File: config.mk
export PLATFORM = sky130hd
export DESIGN_NAME = tlv_ctrl
export DESIGN_NICKNAME = d
export VERILOG_FILES = /design/src/pkg/tlv_pkg.sv /design/src/pkg/tlv_arb_if.sv /design/src/tlv_arb.sv /design/src/tlv_ctrl.sv
export SDC_FILE = /design/constraint.sdc
export NUM_CORES = 1
export LEC_CHECK = 0
export BUFFER_PORTS_ARGS = -buffer_cell sky130_fd_sc_hd__clkbuf_2
export CORE_MARGIN = 5
export CORE_UTILIZATION = 50
export DETAILED_ROUTE_END_ITERATION = 8
export PLACE_DENSITY = 0.84
export RECOVER_POWER = 50
export SLEW_MARGIN = 15
export SYNTH_ARGS = -nofsm -noshare
export SYNTH_HDL_FRONTEND = slang
export SYNTH_SLANG_ARGS = --single-unit
File: constraint.sdc
create_clock -name clk -period 6.5 [get_ports clk]
set_clock_uncertainty 0.1 [all_clocks]
set_input_delay 0.325 -clock clk [delete_from_list [all_inputs] [get_ports clk]]
set_output_delay 0.325 -clock clk [all_outputs]
set_load 0.01 [all_outputs]
File: src/pkg/tlv_pkg.sv
// constants and types for the two-level vectored interrupt controller
package tlv_pkg;
  // source count and index width
  localparam int NUM_SRC = 19;
  localparam int IDX_W = 5;
  // register addresses on the special-function-register port
  localparam logic [7:0] ADDR_IE = 8'ha8;
  localparam logic [7:0] ADDR_IP = 8'hb8;
  localparam logic [7:0] ADDR_IRQ_ENABLE_EXT_ONE = 8'he6;
  localparam logic [7:0] ADDR_IRQ_ENABLE_EXT_TWO = 8'he7;
  localparam logic [7:0] ADDR_IRQ_PRIORITY_EXT_ONE = 8'hf6;
  localparam logic [7:0] ADDR_IRQ_PRIORITY_EXT_TWO = 8'hf7;
  // reset values and writable-bit masks
  localparam logic [7:0] REG_RESET = 8'h00;
  localparam logic [7:0] IP_WMASK = 8'h7f;
  localparam logic [7:0] EXT2_WMASK = 8'h0f;
  localparam logic [7:0] RD_UNMAPPED = 8'h00;
  // field positions
  localparam int GLOBAL_EN_BIT = 7;
  localparam int PRIM_SRC_W = 7;
  localparam int EXT1_SRC_W = 8;
  localparam int EXT2_SRC_W = 4;
  // fixed sources
  localparam logic [IDX_W-1:0] SRC_SUPPLY_WARN = 5'h0f;
  localparam logic [NUM_SRC-1:0] AUTO_CLR_MASK = 19'h0000f;
  localparam logic [NUM_SRC-1:0] SW_RO_MASK = 19'h08000;
  // vector layout
  localparam logic [15:0] RESET_VEC = 16'h0000;
  localparam logic [15:0] VEC_BASE = 16'h0003;
  localparam logic [15:0] VEC_STEP = 16'h0008;
  // timing: clock period in ns, call length in system clocks
  localparam int CLK_PERIOD_NS = 100;
  localparam int LCALL_CYCLES = 5;
  localparam logic [2:0] LCALL_LAST = 3'(LCALL_CYCLES - 1);
  localparam logic [2:0] CNT_ZERO = 3'h0;
  // sequencer states
  typedef enum logic [1:0] {
    TLV_IDLE,
    TLV_REQ,
    TLV_CALL
  } tlv_state_t;
endpackage

File: src/pkg/tlv_arb_if.sv
// carrier between the controller and its priority arbiter
`timescale 1ns/10ps
interface tlv_arb_if #(
  parameter int N = 19,
  parameter int W = 5
);
  logic [N-1:0] req;
  logic [N-1:0] high;
  logic win_valid;
  logic win_high;
  logic [W-1:0] win_idx;
  modport ctrl (output req, output high, input win_valid, input win_high,
                input win_idx);
  modport arb (input req, input high, output win_valid, output win_high,
               output win_idx);
endinterface

File: src/tlv_arb.sv
// two-level priority arbiter with fixed order inside a level
`timescale 1ns/10ps
module tlv_arb #(
  parameter int N = 19,
  parameter int W = 5
) (
  tlv_arb_if.arb bus
);
  logic [N-1:0] hi_req;
  logic [N-1:0] sel;
  logic [W-1:0] idx;

  // high level first, then lowest index wins
  always_comb begin
    hi_req = bus.req & bus.high;
    sel = (|hi_req) ? hi_req : bus.req;
    idx = '0;
    for (int i = N - 1; i >= 0; i--) begin
      if (sel[i]) begin
        idx = W'(i);
      end
    end
  end

  // winner outputs
  assign bus.win_valid = |bus.req;
  assign bus.win_high = |hi_req;
  assign bus.win_idx = idx;
endmodule

File: src/tlv_ctrl.sv
// two-level vectored interrupt controller for an 8051-style core
`timescale 1ns/10ps
module tlv_ctrl #(
  parameter int N = tlv_pkg::NUM_SRC,
  parameter int W = tlv_pkg::IDX_W
) (
  input wire logic clk,
  input wire logic rst,
  input wire logic [7:0] sfr_addr,
  input wire logic sfr_wr,
  input wire logic sfr_rd,
  input wire logic [7:0] sfr_wdata,
  output logic [7:0] sfr_rdata,
  input wire logic [N-1:0] src_event,
  input wire logic [N-1:0] flag_set,
  input wire logic [N-1:0] flag_clr,
  output logic [N-1:0] pend_flags,
  input wire logic cpu_instr_done,
  input wire logic cpu_reti,
  output logic irq_req,
  output logic [15:0] irq_vector,
  output logic [W-1:0] irq_src,
  output logic irq_high,
  output logic lcall_start,
  output logic service_start,
  output logic in_service_high,
  output logic in_service_low
);
  logic [7:0] en_prim;
  logic [7:0] pr_prim;
  logic [7:0] en_ext1;
  logic [7:0] pr_ext1;
  logic [7:0] en_ext2;
  logic [7:0] pr_ext2;
  logic global_irq_enable;
  logic [N-1:0] src_en;
  logic [N-1:0] src_hi;
  logic [N-1:0] eligible;
  logic [N-1:0] next_pend;
  logic [N-1:0] auto_clr;
  logic [N-1:0] below;
  tlv_pkg::tlv_state_t state;
  tlv_pkg::tlv_state_t next_state;
  logic [2:0] call_cnt;
  logic go;
  logic [15:0] win_vec;

  tlv_arb_if #(.N(N), .W(W)) arb_bus ();

  tlv_arb #(.N(N), .W(W)) u_arb (
    .bus(arb_bus)
  );

  // register writes; reserved bits stay zero
  always_ff @(posedge clk) begin
    if (rst) begin
      en_prim <= tlv_pkg::REG_RESET;
      pr_prim <= tlv_pkg::REG_RESET;
      en_ext1 <= tlv_pkg::REG_RESET;
      pr_ext1 <= tlv_pkg::REG_RESET;
      en_ext2 <= tlv_pkg::REG_RESET;
      pr_ext2 <= tlv_pkg::REG_RESET;
    end else if (sfr_wr) begin
      case (sfr_addr)
        tlv_pkg::ADDR_IE: en_prim <= sfr_wdata;
        tlv_pkg::ADDR_IP: pr_prim <= sfr_wdata & tlv_pkg::IP_WMASK;
        tlv_pkg::ADDR_IRQ_ENABLE_EXT_ONE: en_ext1 <= sfr_wdata;
        tlv_pkg::ADDR_IRQ_PRIORITY_EXT_ONE: pr_ext1 <= sfr_wdata;
        tlv_pkg::ADDR_IRQ_ENABLE_EXT_TWO: en_ext2 <= sfr_wdata & tlv_pkg::EXT2_WMASK;
        tlv_pkg::ADDR_IRQ_PRIORITY_EXT_TWO: pr_ext2 <= sfr_wdata & tlv_pkg::EXT2_WMASK;
        default: ;
      endcase
    end
  end

  // register read port, registered
  always_ff @(posedge clk) begin
    if (rst) begin
      sfr_rdata <= tlv_pkg::RD_UNMAPPED;
    end else if (sfr_rd) begin
      case (sfr_addr)
        tlv_pkg::ADDR_IE: sfr_rdata <= en_prim;
        tlv_pkg::ADDR_IP: sfr_rdata <= pr_prim;
        tlv_pkg::ADDR_IRQ_ENABLE_EXT_ONE: sfr_rdata <= en_ext1;
        tlv_pkg::ADDR_IRQ_PRIORITY_EXT_ONE: sfr_rdata <= pr_ext1;
        tlv_pkg::ADDR_IRQ_ENABLE_EXT_TWO: sfr_rdata <= en_ext2;
        tlv_pkg::ADDR_IRQ_PRIORITY_EXT_TWO: sfr_rdata <= pr_ext2;
        default: sfr_rdata <= tlv_pkg::RD_UNMAPPED;
      endcase
    end
  end

  // per-source enable and priority vectors
  assign global_irq_enable = en_prim[tlv_pkg::GLOBAL_EN_BIT];
  assign src_en = {en_ext2[tlv_pkg::EXT2_SRC_W-1:0], en_ext1,
                   en_prim[tlv_pkg::PRIM_SRC_W-1:0]};
  assign src_hi = {pr_ext2[tlv_pkg::EXT2_SRC_W-1:0], pr_ext1,
                   pr_prim[tlv_pkg::PRIM_SRC_W-1:0]};

  // per-source request gating, recomputed every clock
  genvar gi;
  generate
    for (gi = 0; gi < N; gi++) begin : g_src
      assign eligible[gi] = pend_flags[gi] & src_en[gi]
        & global_irq_enable
        & (src_hi[gi] ? ~in_service_high
                      : ~(in_service_high | in_service_low));
    end
  endgenerate

  assign arb_bus.req = eligible;
  assign arb_bus.high = src_hi;

  // call begins at an instruction boundary with a live winner
  assign go = (state == tlv_pkg::TLV_REQ) && arb_bus.win_valid
    && cpu_instr_done;

  // hardware clear only for the pin and basic timer sources
  assign auto_clr = go ? (tlv_pkg::AUTO_CLR_MASK
    & (N'(1) << arb_bus.win_idx)) : '0;

  // pending flags: set beats any clear
  always_comb begin
    next_pend = pend_flags & ~flag_clr & ~auto_clr;
    next_pend = next_pend | src_event;
    next_pend = next_pend | (flag_set & ~tlv_pkg::SW_RO_MASK);
  end

  always_ff @(posedge clk) begin
    if (rst) begin
      pend_flags <= '0;
    end else begin
      pend_flags <= next_pend;
    end
  end

  // vector of the current winner
  assign win_vec = 16'(tlv_pkg::VEC_BASE
    + 16'({11'h000, arb_bus.win_idx} * tlv_pkg::VEC_STEP));

  // request and call sequencer
  always_comb begin
    next_state = state;
    case (state)
      tlv_pkg::TLV_IDLE: begin
        if (arb_bus.win_valid) begin
          next_state = tlv_pkg::TLV_REQ;
        end
      end
      tlv_pkg::TLV_REQ: begin
        if (go) begin
          next_state = tlv_pkg::TLV_CALL;
        end else if (!arb_bus.win_valid) begin
          next_state = tlv_pkg::TLV_IDLE;
        end
      end
      tlv_pkg::TLV_CALL: begin
        if (call_cnt == tlv_pkg::CNT_ZERO) begin
          next_state = tlv_pkg::TLV_IDLE;
        end
      end
      default: next_state = tlv_pkg::TLV_IDLE;
    endcase
  end

  always_ff @(posedge clk) begin
    if (rst) begin
      state <= tlv_pkg::TLV_IDLE;
    end else begin
      state <= next_state;
    end
  end

  // five-clock long call countdown
  always_ff @(posedge clk) begin
    if (rst) begin
      call_cnt <= tlv_pkg::CNT_ZERO;
    end else if (go) begin
      call_cnt <= tlv_pkg::LCALL_LAST;
    end else if (call_cnt != tlv_pkg::CNT_ZERO) begin
      call_cnt <= call_cnt - 3'h1;
    end
  end

  // request flag and winner tracking, frozen during the call
  always_ff @(posedge clk) begin
    if (rst) begin
      irq_req <= 1'b0;
      irq_vector <= tlv_pkg::RESET_VEC;
      irq_src <= '0;
      irq_high <= 1'b0;
    end else begin
      irq_req <= (next_state == tlv_pkg::TLV_REQ);
      if (state != tlv_pkg::TLV_CALL && arb_bus.win_valid) begin
        irq_vector <= win_vec;
        irq_src <= arb_bus.win_idx;
        irq_high <= arb_bus.win_high;
      end
    end
  end

  // call start and service entry pulses
  always_ff @(posedge clk) begin
    if (rst) begin
      lcall_start <= 1'b0;
      service_start <= 1'b0;
    end else begin
      lcall_start <= go;
      service_start <= (state == tlv_pkg::TLV_CALL)
        && (call_cnt == tlv_pkg::CNT_ZERO);
    end
  end

  // nesting levels: entry on call, exit on return
  always_ff @(posedge clk) begin
    if (rst) begin
      in_service_high <= 1'b0;
      in_service_low <= 1'b0;
    end else if (go) begin
      if (arb_bus.win_high) begin
        in_service_high <= 1'b1;
      end else begin
        in_service_low <= 1'b1;
      end
    end else if (cpu_reti) begin
      if (in_service_high) begin
        in_service_high <= 1'b0;
      end else begin
        in_service_low <= 1'b0;
      end
    end
  end

  // helper: eligible sources of the winner's level below its index
  assign below = eligible & (arb_bus.win_high ? src_hi : ~src_hi)
    & ((N'(1) << arb_bus.win_idx) - N'(1));

  property p_ea_block;
    @(posedge clk) disable iff (rst)
      (!global_irq_enable && !sfr_wr) |=> !irq_req;
  endproperty
  a_ea_block: assert property (p_ea_block)
    else $error("request raised while globally disabled");

  property p_hold_pending;
    @(posedge clk) disable iff (rst)
      (!global_irq_enable && flag_clr == '0)
      |=> ((pend_flags & $past(pend_flags)) == $past(pend_flags));
  endproperty
  a_hold_pending: assert property (p_hold_pending)
    else $error("pending flag lost while globally disabled");

  property p_call_timing;
    @(posedge clk) disable iff (rst)
      go |=> lcall_start ##5 service_start;
  endproperty
  a_call_timing: assert property (p_call_timing)
    else $error("long call did not take five clocks");

  property p_no_preempt_hi;
    @(posedge clk) disable iff (rst)
      in_service_high |=> !lcall_start;
  endproperty
  a_no_preempt_hi: assert property (p_no_preempt_hi)
    else $error("high service routine was preempted");

  property p_level_first;
    @(posedge clk) disable iff (rst)
      (|(eligible & src_hi)) |-> arb_bus.win_high;
  endproperty
  a_level_first: assert property (p_level_first)
    else $error("low level won over a high request");

  property p_fixed_order;
    @(posedge clk) disable iff (rst)
      arb_bus.win_valid |-> (below == '0);
  endproperty
  a_fixed_order: assert property (p_fixed_order)
    else $error("winner is not the lowest index of its level");

  property p_auto_clear;
    @(posedge clk) disable iff (rst)
      (go && arb_bus.win_idx < W'(4) && src_event == '0 && flag_set == '0)
      |=> !pend_flags[irq_src];
  endproperty
  a_auto_clear: assert property (p_auto_clear)
    else $error("pin or timer flag not cleared on vectoring");

  property p_supply_ro;
    @(posedge clk) disable iff (rst)
      (!pend_flags[tlv_pkg::SRC_SUPPLY_WARN]
        && !src_event[tlv_pkg::SRC_SUPPLY_WARN])
      |=> !pend_flags[tlv_pkg::SRC_SUPPLY_WARN];
  endproperty
  a_supply_ro: assert property (p_supply_ro)
    else $error("software set the read-only supply warning flag");

  property p_vector;
    @(posedge clk) disable iff (rst)
      irq_req |-> (irq_vector == 16'(tlv_pkg::VEC_BASE
        + 16'({11'h000, irq_src} * tlv_pkg::VEC_STEP)));
  endproperty
  a_vector: assert property (p_vector)
    else $error("vector does not match source index");

  property p_resume_low;
    @(posedge clk) disable iff (rst)
      (cpu_reti && in_service_high && !go) |=>
        (!in_service_high && in_service_low == $past(in_service_low));
  endproperty
  a_resume_low: assert property (p_resume_low)
    else $error("return from high routine disturbed low level");
endmodule

==> results of run 1 <==
routing by layer:
| metal | vias up | track usage [%] | share of wire, % |
|---|---|---|---|
| met4 | 0 | 9.95 | 3.4 |
| met1 | 2212 | 34.2 | 41 |
| li1 | 2250 | - | - |
| met5 | - | 0 | 0 |
| met2 | 258 | 40.5 | 46 |
| met3 | 44 | 4.38 | 9.4 |
layout by cell type, fill, tap and decap left out, types with 10 or more instances in the layout:
cell type and n:
a21oi_1 75, a31oi_1 11, clkbuf_1 44, clkbuf_2 79, dfxtp_1 83, inv_1 15, mux2i_1 17, nand2_1 59
nand2b_1 23, nand3_1 44, nand4_1 10, nor2_1 64, nor2b_1 11
registers in the layout, indices dropped and copies added (netlist names):
name / cells
call_cnt: 3
pr_ext1: 8
pr_prim: 7
en_ext2: 4
irq_src: 5
en_ext1: 8
irq_vector: 1
pend_flags: 19
state: 2
sfr_rdata: 8
pr_ext2: 4
lcall_start: 1
en_prim: 8
in_service_high: 1
in_service_low: 1
service_start: 1
irq_req: 1
irq_high: 1
how the worst min path moves through the flow:
stage                endpoint  slack [ns]  cells past startpoint
3_5_place_dp       irq_src[2]        0.36                      2
3_3_place_gp       irq_src[4]        0.36                      2
2_1_floorplan         irq_req        0.32                      1
5_1_grt               irq_req        0.07                      2
6_report       pend_flags[15]        0.07                      3
4_1_cts        pend_flags[15]        0.06                      3
layout make-up:
class,instances,share of cell area (%)
clock inverters,7,1.55
clock buffers,9,2.39
inverters,17,1.23
repair buffers,125,11.1
well taps,108,2.61
flip-flops and latches,83,32.1
multi-input cells,437,49.0
metrics by stage:
| stage | cells | setup slack, ns |
|---|---|---|
| 2_1_floorplan | 581 | 3.67 |
| 3_3_place_gp | 770 | 2.82 |
| 3_5_place_dp | 770 | 2.82 |
| 4_1_cts | 786 | 2.79 |
| 5_1_grt | 786 | 2.43 |
| 6_report | 786 | 2.58 |
Yosys cell counts (all sizes together) (2+ instances only):
cell type	count	area share (%)
a211oi	3	0.50
a21boi	2	0.34
a21o	3	0.50
a21oi	75	8.4
a222oi	4	0.89
a22oi	2	0.34
a311oi	4	0.78
a31o	2	0.39
a31oi	11	1.5
and4	3	0.70
and4b	3	0.75
buf	22	3.7
clkbuf	22	1.8
dfxtp	83	37
ha	2	0.56
inv	16	1.3
mux2i	17	3.8
nand2	59	4.9
nand2b	23	3.2
nand3	44	4.9
nand3b	2	0.34
nand4	10	1.4
nand4b	7	1.7
nor2	64	5.4
nor2b	11	1.5
nor3	6	0.67
nor3b	2	0.34
nor4	3	0.42
o2111a	8	2.0
o21a	4	0.67
o21ai	15	1.8
o22ai	7	0.98
o2bb2ai	3	0.59
o41a	2	0.50
or2	3	0.42
or3	3	0.42
power groups by stage:
stage	Combinational [uW]	Clock, uW	Sequential, uW
4_1_cts	117	397	542
2_1_floorplan	69.2	0	554
6_report	115	390	542
3_3_place_gp	112	0	553
3_5_place_dp	116	0	554
5_1_grt	132	417	545
logic make-up (layout without fill, tap and decap cells):
kind of cell	after synthesis	in the layout	synth area share, %
AND/OR/NAND/NOR	248	248	28.1
flip-flops	83	83	37.1
adder cells (fa/ha/maj)	2	2	0.559
multiplexers	17	17	3.80
buffers and inverters	61	158	7.01
XOR/XNOR	1	1	0.196
AO/OA/AOI/OAI	160	160	23.1
other	1	9	0.0837
worst max-delay path, stage by stage (launching register included):
cell and delay [ns]:
dfxtp_1 0.77, and2b_4 0.38, nand4_1 0.21, and4_1 0.39, and3_4 0.27, o21ai_1 0.34
or2b_1 0.27, a41o_1 0.24, a221oi_1 0.50, a211oi_1 0.15
==> run metrics, run 1 <==
status=complete, but fails checks; failing checks=max-capacitance violations, max-slew violations; gr usage total=~25%; global route total overflow=0; Placed Instance Area=0.00503 sq mm; Final Wtd Congestion=0.964; hold_buf cts=0; vias in the first global route=4,483; R2R Path Start=en_prim[7]; CTS tree=built; power share of the sequential group=around 52%; via count=4,764; Synth-to-Final Area Change=15.5%; YS warnings=0; HP Start=src_event[15]; Design Power=1050 uW; unrepaired setup endpoints after global routing=no; Cells after Synth=573; worst r2r dst=irq_src[0]; P_leak=0.00199 uW; Core ar.=0.00872 sq mm; worst-skew pair later-pin latency=0.36 ns; Sink Count=83; crit path to=irq_src[0]; Initial Util=51.3%; drt total wl=between 10,000 and 15,000 um; Max-Cap Viols=1; final setup fails=0; Design Area, Final=0.00517 sq mm; EDFF count, synth=0; post-synthesis sequential area ratio=37.1%; Max clock buf depth=2; DRT Pass-1 Iters=5; Setup Fix Bufs, Post-CTS=0; Slew Limit Fails=82; clock root cell=clkbuf_8; Hold Vio Cnt, Final=0; # DRC=0; CP Launch Point=en_prim[7]; final net count=754; Power Density=~200 mW/mm^2; critical path arrival=3.90 ns; Final Core Density=59.3%; num rows=34; layout cells sized above 1=15.9%; Die H=~100 um; worst-case reg-to-reg path depth=9; clock share of power=about 37%; Final Cycle Share=between 60 and 70%; worst vdd ir=0.131 mV; first-pass GRT wire length=22,900 um; Startpoint Class=flop; Final TNS setup=0 ns; R2R Setup Slk=2.58 ns; sequential cell area=between 0.0015 and 0.002 sq mm; HP Class=input port to flop; crit path max fanout=14; n_diodes=0; Rel. slew slack=-127%; Pint=761 uW; CTS resizes=0; multi-input logic area=0.00253 sq mm; Avg Cell Area, Syn=7.82 sq um; Gate power share=a little over a tenth; Worst Tran Pin Value=3.41 ns; largest net degree at the start of global routing=82; Sw Share=27.3%; initial antenna violation count=0; Port Buf Inserts=122; I/O pin count=133; Post-DRT Antenna Nets=0; Fillers=between 800 and 900; Vias per Instance=6.06; synthesized cell area=0.00448 sq mm; Die Area=around 0.011 sq mm; CP endpoint kind=flop; initial drt markers=432; Num CTS Buffers=9; Crit Path Class=flop to flop; Sw Pwr=286 uW; fin crit period=~4 ns; CP Data Required Time=6.48 ns; Min Hold Slack=between 0.06 and 0.07 ns; library cells used by synthesis=68; dpl hpwl=10,800 um; Worst-path clk slew=about 0.09 ns; post-synthesis async set-or-reset flop share=0%; Seq cells post-synth=83; H-tree depth=3; Synth Flop Type=dfxtp_1; FMAX=255 MHz; die width=105 um; Avg WL per Cell=between 15 and 20 um
No activity file was read; power rests on OpenSTA's default activity.
==> run 2, diff against run 1 <==
clock period = 4.1 ns   (was 6.5 ns; I/O delays follow)
==> run 2 against run 1 <==
Compared with the run above:
- the run ends with negative hold slack, max-capacitance violations, max-slew violations left
- first-iteration DRC count is 21% higher
- register-to-register slack worse by 2.3 ns
- highest routed layer unchanged
- cell area is 7.2% higher
- count of clock-buffer cells in the layout stayed put
- utilization is 4.3 points higher
- wire length is 6.8% higher
- maximum frequency is 2.0% higher
- via count is 4.3% higher
- non-clock buffer count is 39 higher
- combinational power is 88% higher
==> run metrics, run 2 (synthesis gave the netlist of run 1 again) <==
FMAX=260 MHz (+2.0%); initial drt markers=523 (+21%); critical path arrival=4.00 ns (+0.10 ns); fin crit period=3.85 ns (-0.0768 ns); Gate power share=13.0% (+2.0 points); CP Launch Point=en_prim[7]; Worst-path clk slew=0.09 ns (about the same); Most flops, register=pend_flags; Startpoint Class=flop; Hold Vio Cnt, Final=1 (+1); Pint=1220 uW (+60%); CTS tree=built; vias in the first global route=4,721 (+5.3%); final net count=793 (+5.2%); Fillers=770 (-7.8%); layout cells sized above 1=15.5% (-0.43 points); dpl hpwl=10,800 um (+0.50%); most common cell after layout, fill and taps aside=dfxtp_1; Final TNS setup=0 ns (unchanged); Max clock buf depth=2 (unchanged); status=complete, but fails checks; Slew Limit Fails=60 (-27%); R2R Path Start=en_prim[7]; clock root cell=clkbuf_8; worst vdd ir=0.174 mV (+34%); gr usage total=26.9% (+1.5 points); worst-case reg-to-reg path depth=10 (+1); worst r2r dst=pend_flags[0]; Avg WL per Cell=18.4 um (+1.9%); die width=105 um (unchanged); Design Power=1660 uW (+59%); HP Class=input port to flop; H-tree depth=3 (unchanged); Core ar.=0.00872 sq mm (unchanged); via count=4,967 (+4.3%); Crit Path Class=flop to flop; unrepaired setup endpoints after global routing=no; Sink Count=83 (unchanged); Max-Cap Viols=1 (unchanged); most frequent cells in the layout=dfxtp_1, clkbuf_2, a21oi_1; CP endpoint kind=flop; power share of the sequential group=51.7% (about the same); Synth-to-Final Area Change=23.8%; clock share of power=35.4% (-1.9 points); Post-DRT Antenna Nets=0 (unchanged); crit path to=pend_flags[0]; CP Data Required Time=4.25 ns (-2.23 ns); Worst Tran Pin Value=2.47 ns (-0.937 ns); R2R Setup Slk=0.25 ns (-2.32 ns); Rel. slew slack=-64.9% (+62 points); initial antenna violation count=0 (unchanged); first-pass GRT wire length=24,100 um (+5.5%); final setup fails=0 (unchanged); largest net degree at the start of global routing=60 (-27%); Final Cycle Share=93.8% (+33 points); drt total wl=15,200 um (+6.8%); failing checks=negative hold slack, max-capacitance violations, max-slew violations; # DRC=0 (unchanged); Die H=105 um (unchanged); Die Area=0.0109 sq mm (unchanged); Port Buf Inserts=122 (unchanged); num rows=34 (unchanged); I/O pin count=133 (unchanged); DRT Pass-1 Iters=9 (+4); Initial Util=51.3% (unchanged); Final Wtd Congestion=1.02 (+6.1%); Setup Fix Bufs, Post-CTS=0 (unchanged); global route total overflow=0 (unchanged); Min Hold Slack=-0.000309 ns (-0.0674 ns); Power Density=300 mW/mm^2 (+48%); Num CTS Buffers=9 (unchanged); P_leak=0.00216 uW (+8.8%); Vias per Instance=6.03 (-0.55%); crit path max fanout=14 (unchanged); Sw Pwr=446 uW (+56%); worst-skew pair later-pin latency=0.37 ns (about the same); Sw Share=26.8% (-0.51 points); n_diodes=0 (unchanged); Largest register FFs=19 (unchanged)
run 2: metrics by stage:
stage | hold slack, ns | cells | util [%] | cell area (sq um) | setup WS (ns)
final | -0.000309 | 824 | 63.6 | 5540 | 0.253
after global routing | 0.00347 | 824 | 63.6 | 5540 | 0.102
after CTS | 0.000153 | 824 | 64.2 | 5600 | 0.0725
after global placement | 0.308 | 773 | 57.9 | 5050 | 0.685
after detailed placement | 0.326 | 773 | 57.9 | 5050 | 0.635
after floorplan | 0.201 | 581 | - | 4510 | 1.27
run 2: critical path, stage by stage (launching register included):
cell,delay (ns)
dfxtp_2,0.51
and2b_4,0.32
nand4_1,0.18
and4_1,0.36
and3_4,0.27
o21ai_2,0.22
or2b_1,0.26
a41o_1,0.25
a221o_1,0.33
o41a_1,0.37
dlygate4sd3_1,0.55
run 2: how the worst min path moves through the flow:
stage	from	endpoint	slack, ns	depth (start not counted)
2_1_floorplan	cpu_instr_done	irq_req	0.20	1
3_3_place_gp	src_event[15]	pend_flags[15]	0.31	3
3_5_place_dp	src_event[15]	pend_flags[15]	0.33	3
4_1_cts	src_event[17]	pend_flags[17]	0.0002	3
5_1_grt	flag_clr[14]	pend_flags[14]	0.003	3
6_report	flag_set[1]	pend_flags[1]	-0.0003	2
run 2: layout make-up:
type / instances / area (sq um) / area share, %
tap: 108 / 135 / 2.44
sequential: 83 / 1660 / 30.0
inverter: 17 / 63.8 / 1.15
multi-input combinational: 437 / 2540 / 45.7
clock buffer: 9 / 124 / 2.23
timing repair buffer: 164 / 956 / 17.2
clock inverter: 6 / 65.1 / 1.17
run 2: per-layer routing:
layer	GRT usage, %	wire (um)
met5	0	0
met4	9.41	413
met3	4.87	1550
met2	44.8	7240
met1	34.9	5980
run 2: what timing repair did:
item / CTS / global route
hold endpoints to repair: 17 / 0
gates resized for setup: 0 / 3
setup endpoints to repair: 0 / 1
hold buffers: 36 / 0
run 2: power groups by stage:
| stage | registers [uW] | logic [uW] | clock network [uW] |
|---|---|---|---|
| final | 860 | 216 | 589 |
| after global placement | 878 | 177 | 0 |
| after CTS | 860 | 217 | 595 |
| after detailed placement | 879 | 188 | 0 |
| after global routing | 864 | 242 | 628 |
| after floorplan | 878 | 110 | 0 |
==> run 3, diff against run 2 <==
CORE_MARGIN = unset   (was 5)
PLACE_DENSITY = 0.78   (was 0.84)
==> run 3 against run 2 <==
Compared with the run above:
- the run ends with max-capacitance violations, max-slew violations left
- non-clock buffer count rose by 8
- sequential share of layout area is 0.49 points lower
- setup slack worse by 0.10 ns
- register-to-register slack got worse by 0.10 ns
- maximum frequency decreased by 2.5%
- utilization grew 1.3 points
- flip-flop and latch count stayed put
- cell area grew 1.6%
- final cell count is 1.1% higher
- clock power rose by 7.0%
- sequential power about the same
==> run metrics, run 3 (synthesis gave the netlist of run 1 again) <==
Die H=96.6 um (-7.6%); Largest register FFs=19 (unchanged); worst-skew pair later-pin latency=0.37 ns (about the same); Design Power=1710 uW (+2.9%); Core ar.=0.00868 sq mm (-0.49%); met3 WL=1290 um (-17%); Final Core Density=64.9% (+1.3 points); final setup fails=0 (unchanged); Port Buf Inserts=122 (unchanged); Pint=1240 uW (+1.5%); Synth-to-Final Area Change=25.8%; Avg WL per Cell=17.6 um (-4.5%); critical path arrival=4.10 ns (+0.10 ns); vias in the first global route=4,590 (-2.8%); layout cells sized above 1=14.9% (-0.61 points); CP Data Required Time=4.25 ns (about the same); Max-Cap Viols=2 (+1); initial drt markers=375 (-28%); met2 wire length=6910 um (-4.6%); critical path, cell by cell=and2b_4 > nand4_1 > and4_1 > and4_4 > o21ai_1 > a31o_1 > a41o_1 > a221o_1 > o41a_1 > dlygate4sd3_1; crit path max fanout=15 (+1); uppermost layer routed=met4; final non-filler cell total=833 (+1.1%); HP Start=flag_set[3]; Setup Fix Bufs, Post-CTS=0 (unchanged); met1 WL=6080 um (+1.6%); Final Wtd Congestion=0.934 (-8.6%); Worst path slowest cell=dfxtp_1; die width=96.6 um (-7.6%); R2R Path Start=in_service_high; Vias per Instance=5.93 (-1.6%); CTS tree=built; Max clock buf depth=2 (unchanged); unrepaired setup endpoints after global routing=no; first-pass GRT wire length=23,000 um (-4.6%); clock share of power=36.8% (+1.4 points); CP Launch Point=in_service_high; Crit path largest cell delay=0.60 ns (+0.05 ns); global route total overflow=0 (unchanged); Rel. slew slack=-37.0% (+28 points); Final Cycle Share=96.3% (+2.4 points); Sw Share=27.8% (+1.0 points); Power Density=304 mW/mm^2 (+1.3%); via count=4,940 (-0.54%); placed instance count=773 (unchanged); DRT Pass-1 Iters=6 (-3); Hold Vio Cnt, Final=0 (-1); fin crit period=3.95 ns (+0.0999 ns); most common cell after layout, fill and taps aside=dfxtp_1; drt total wl=14,700 um (-3.4%); Sink Count=83 (unchanged); P_leak=0.00220 uW (+1.7%); FMAX=253 MHz (-2.5%); Sw Pwr=476 uW (+6.8%); status=complete, but fails checks; power share of the sequential group=50.2% (-1.5 points); Slew Limit Fails=58 (-3.3%); dpl hpwl=10,400 um (-4.1%); Crit Path Class=flop to flop; Gate power share=13.0% (about the same); Die Area=0.00934 sq mm (-15%); H-tree depth=3 (unchanged); worst vdd ir=0.201 mV (+15%); Most flops, register=pend_flags; gr usage total=30.7% (+3.9 points); Post-DRT Antenna Nets=0 (unchanged); I/O pin count=133 (unchanged); failing checks=max-capacitance violations, max-slew violations; initial antenna violation count=0 (unchanged); n_diodes=0 (unchanged); Worst Tran Pin Value=2.05 ns (-0.420 ns); Worst-path clk slew=0.09 ns (about the same); num rows=34 (unchanged); Fillers=810 (+5.2%); HP Class=input port to flop; final net count=801 (+1.0%); largest net degree at the start of global routing=48 (-20%); CP endpoint kind=flop; Final TNS setup=0 ns (unchanged); Initial Util=51.6% (+0.25 points); # DRC=0 (unchanged); Num CTS Buffers=9 (unchanged); clock root cell=clkbuf_8; most frequent cells in the layout=dfxtp_1, a21oi_1, clkbuf_2; Startpoint Class=flop
run 3: worst max-delay path: cells and delay by family (launching register included):
| kind | cells | cell delay [ns] |
|---|---|---|
| buffers and inverters | 1 | 0.55 |
| flip-flops | 1 | 0.60 |
| AO/OA/AOI/OAI | 5 | 1.36 |
| AND/OR/NAND/NOR | 4 | 1.23 |
run 3: final timing paths:
kind	slack, ns	endpoint	cells after the start
max	0.15	pend_flags[0]	10
min reg2reg	0.37	irq_src[2]	2
min	0.01	pend_flags[3]	3
max reg2reg	0.15	pend_flags[0]	10
run 3: per-layer routing:
| metal | vias to the layer above | global-route usage, % |
|---|---|---|
| li1 | 2347 | - |
| met1 | 2266 | 39.5 |
| met2 | 289 | 52.3 |
| met3 | 38 | 4.34 |
| met4 | 0 | 11.4 |
| met5 | - | 0 |
run 3: power by group through the flow:
stage          logic (uW)  clock network, uW  registers, uW
6_report              223                630            860
5_1_grt               244                675            864
4_1_cts               223                643            860
3_5_place_dp          186                  0            879
3_3_place_gp          176                  0            877
2_1_floorplan         110                  0            878
run 3: timing repair:
item                                    4_1_cts  5_1_grt
hold buffers                                 44        0
endpoints found under the setup margin        0        2
gates resized for setup                       0        1
endpoints found under the hold margin        19        0
run 3: stage by stage:
stage / area [sq um] / hold WS (ns) / setup WS [ns]
6_report: 5630 / 0.0147 / 0.153
3_5_place_dp: 5050 / 0.321 / 0.627
2_1_floorplan: 4510 / 0.201 / 1.27
4_1_cts: 5690 / 0.00272 / 0.0506
5_1_grt: 5630 / 0.0201 / 0.00646
3_3_place_gp: 5050 / 0.312 / 0.622
run 3: area by class of cell:
class / count / area, sq um / share of cell area [%]
Multi-Input combinational cell: 437 / 2530 / 45.0
Sequential cell: 83 / 1660 / 29.5
Timing Repair Buffer: 172 / 1030 / 18.4
Tap cell: 108 / 135 / 2.40
Clock buffer: 9 / 124 / 2.20
Clock inverter: 7 / 80.1 / 1.42
Inverter: 17 / 63.8 / 1.13
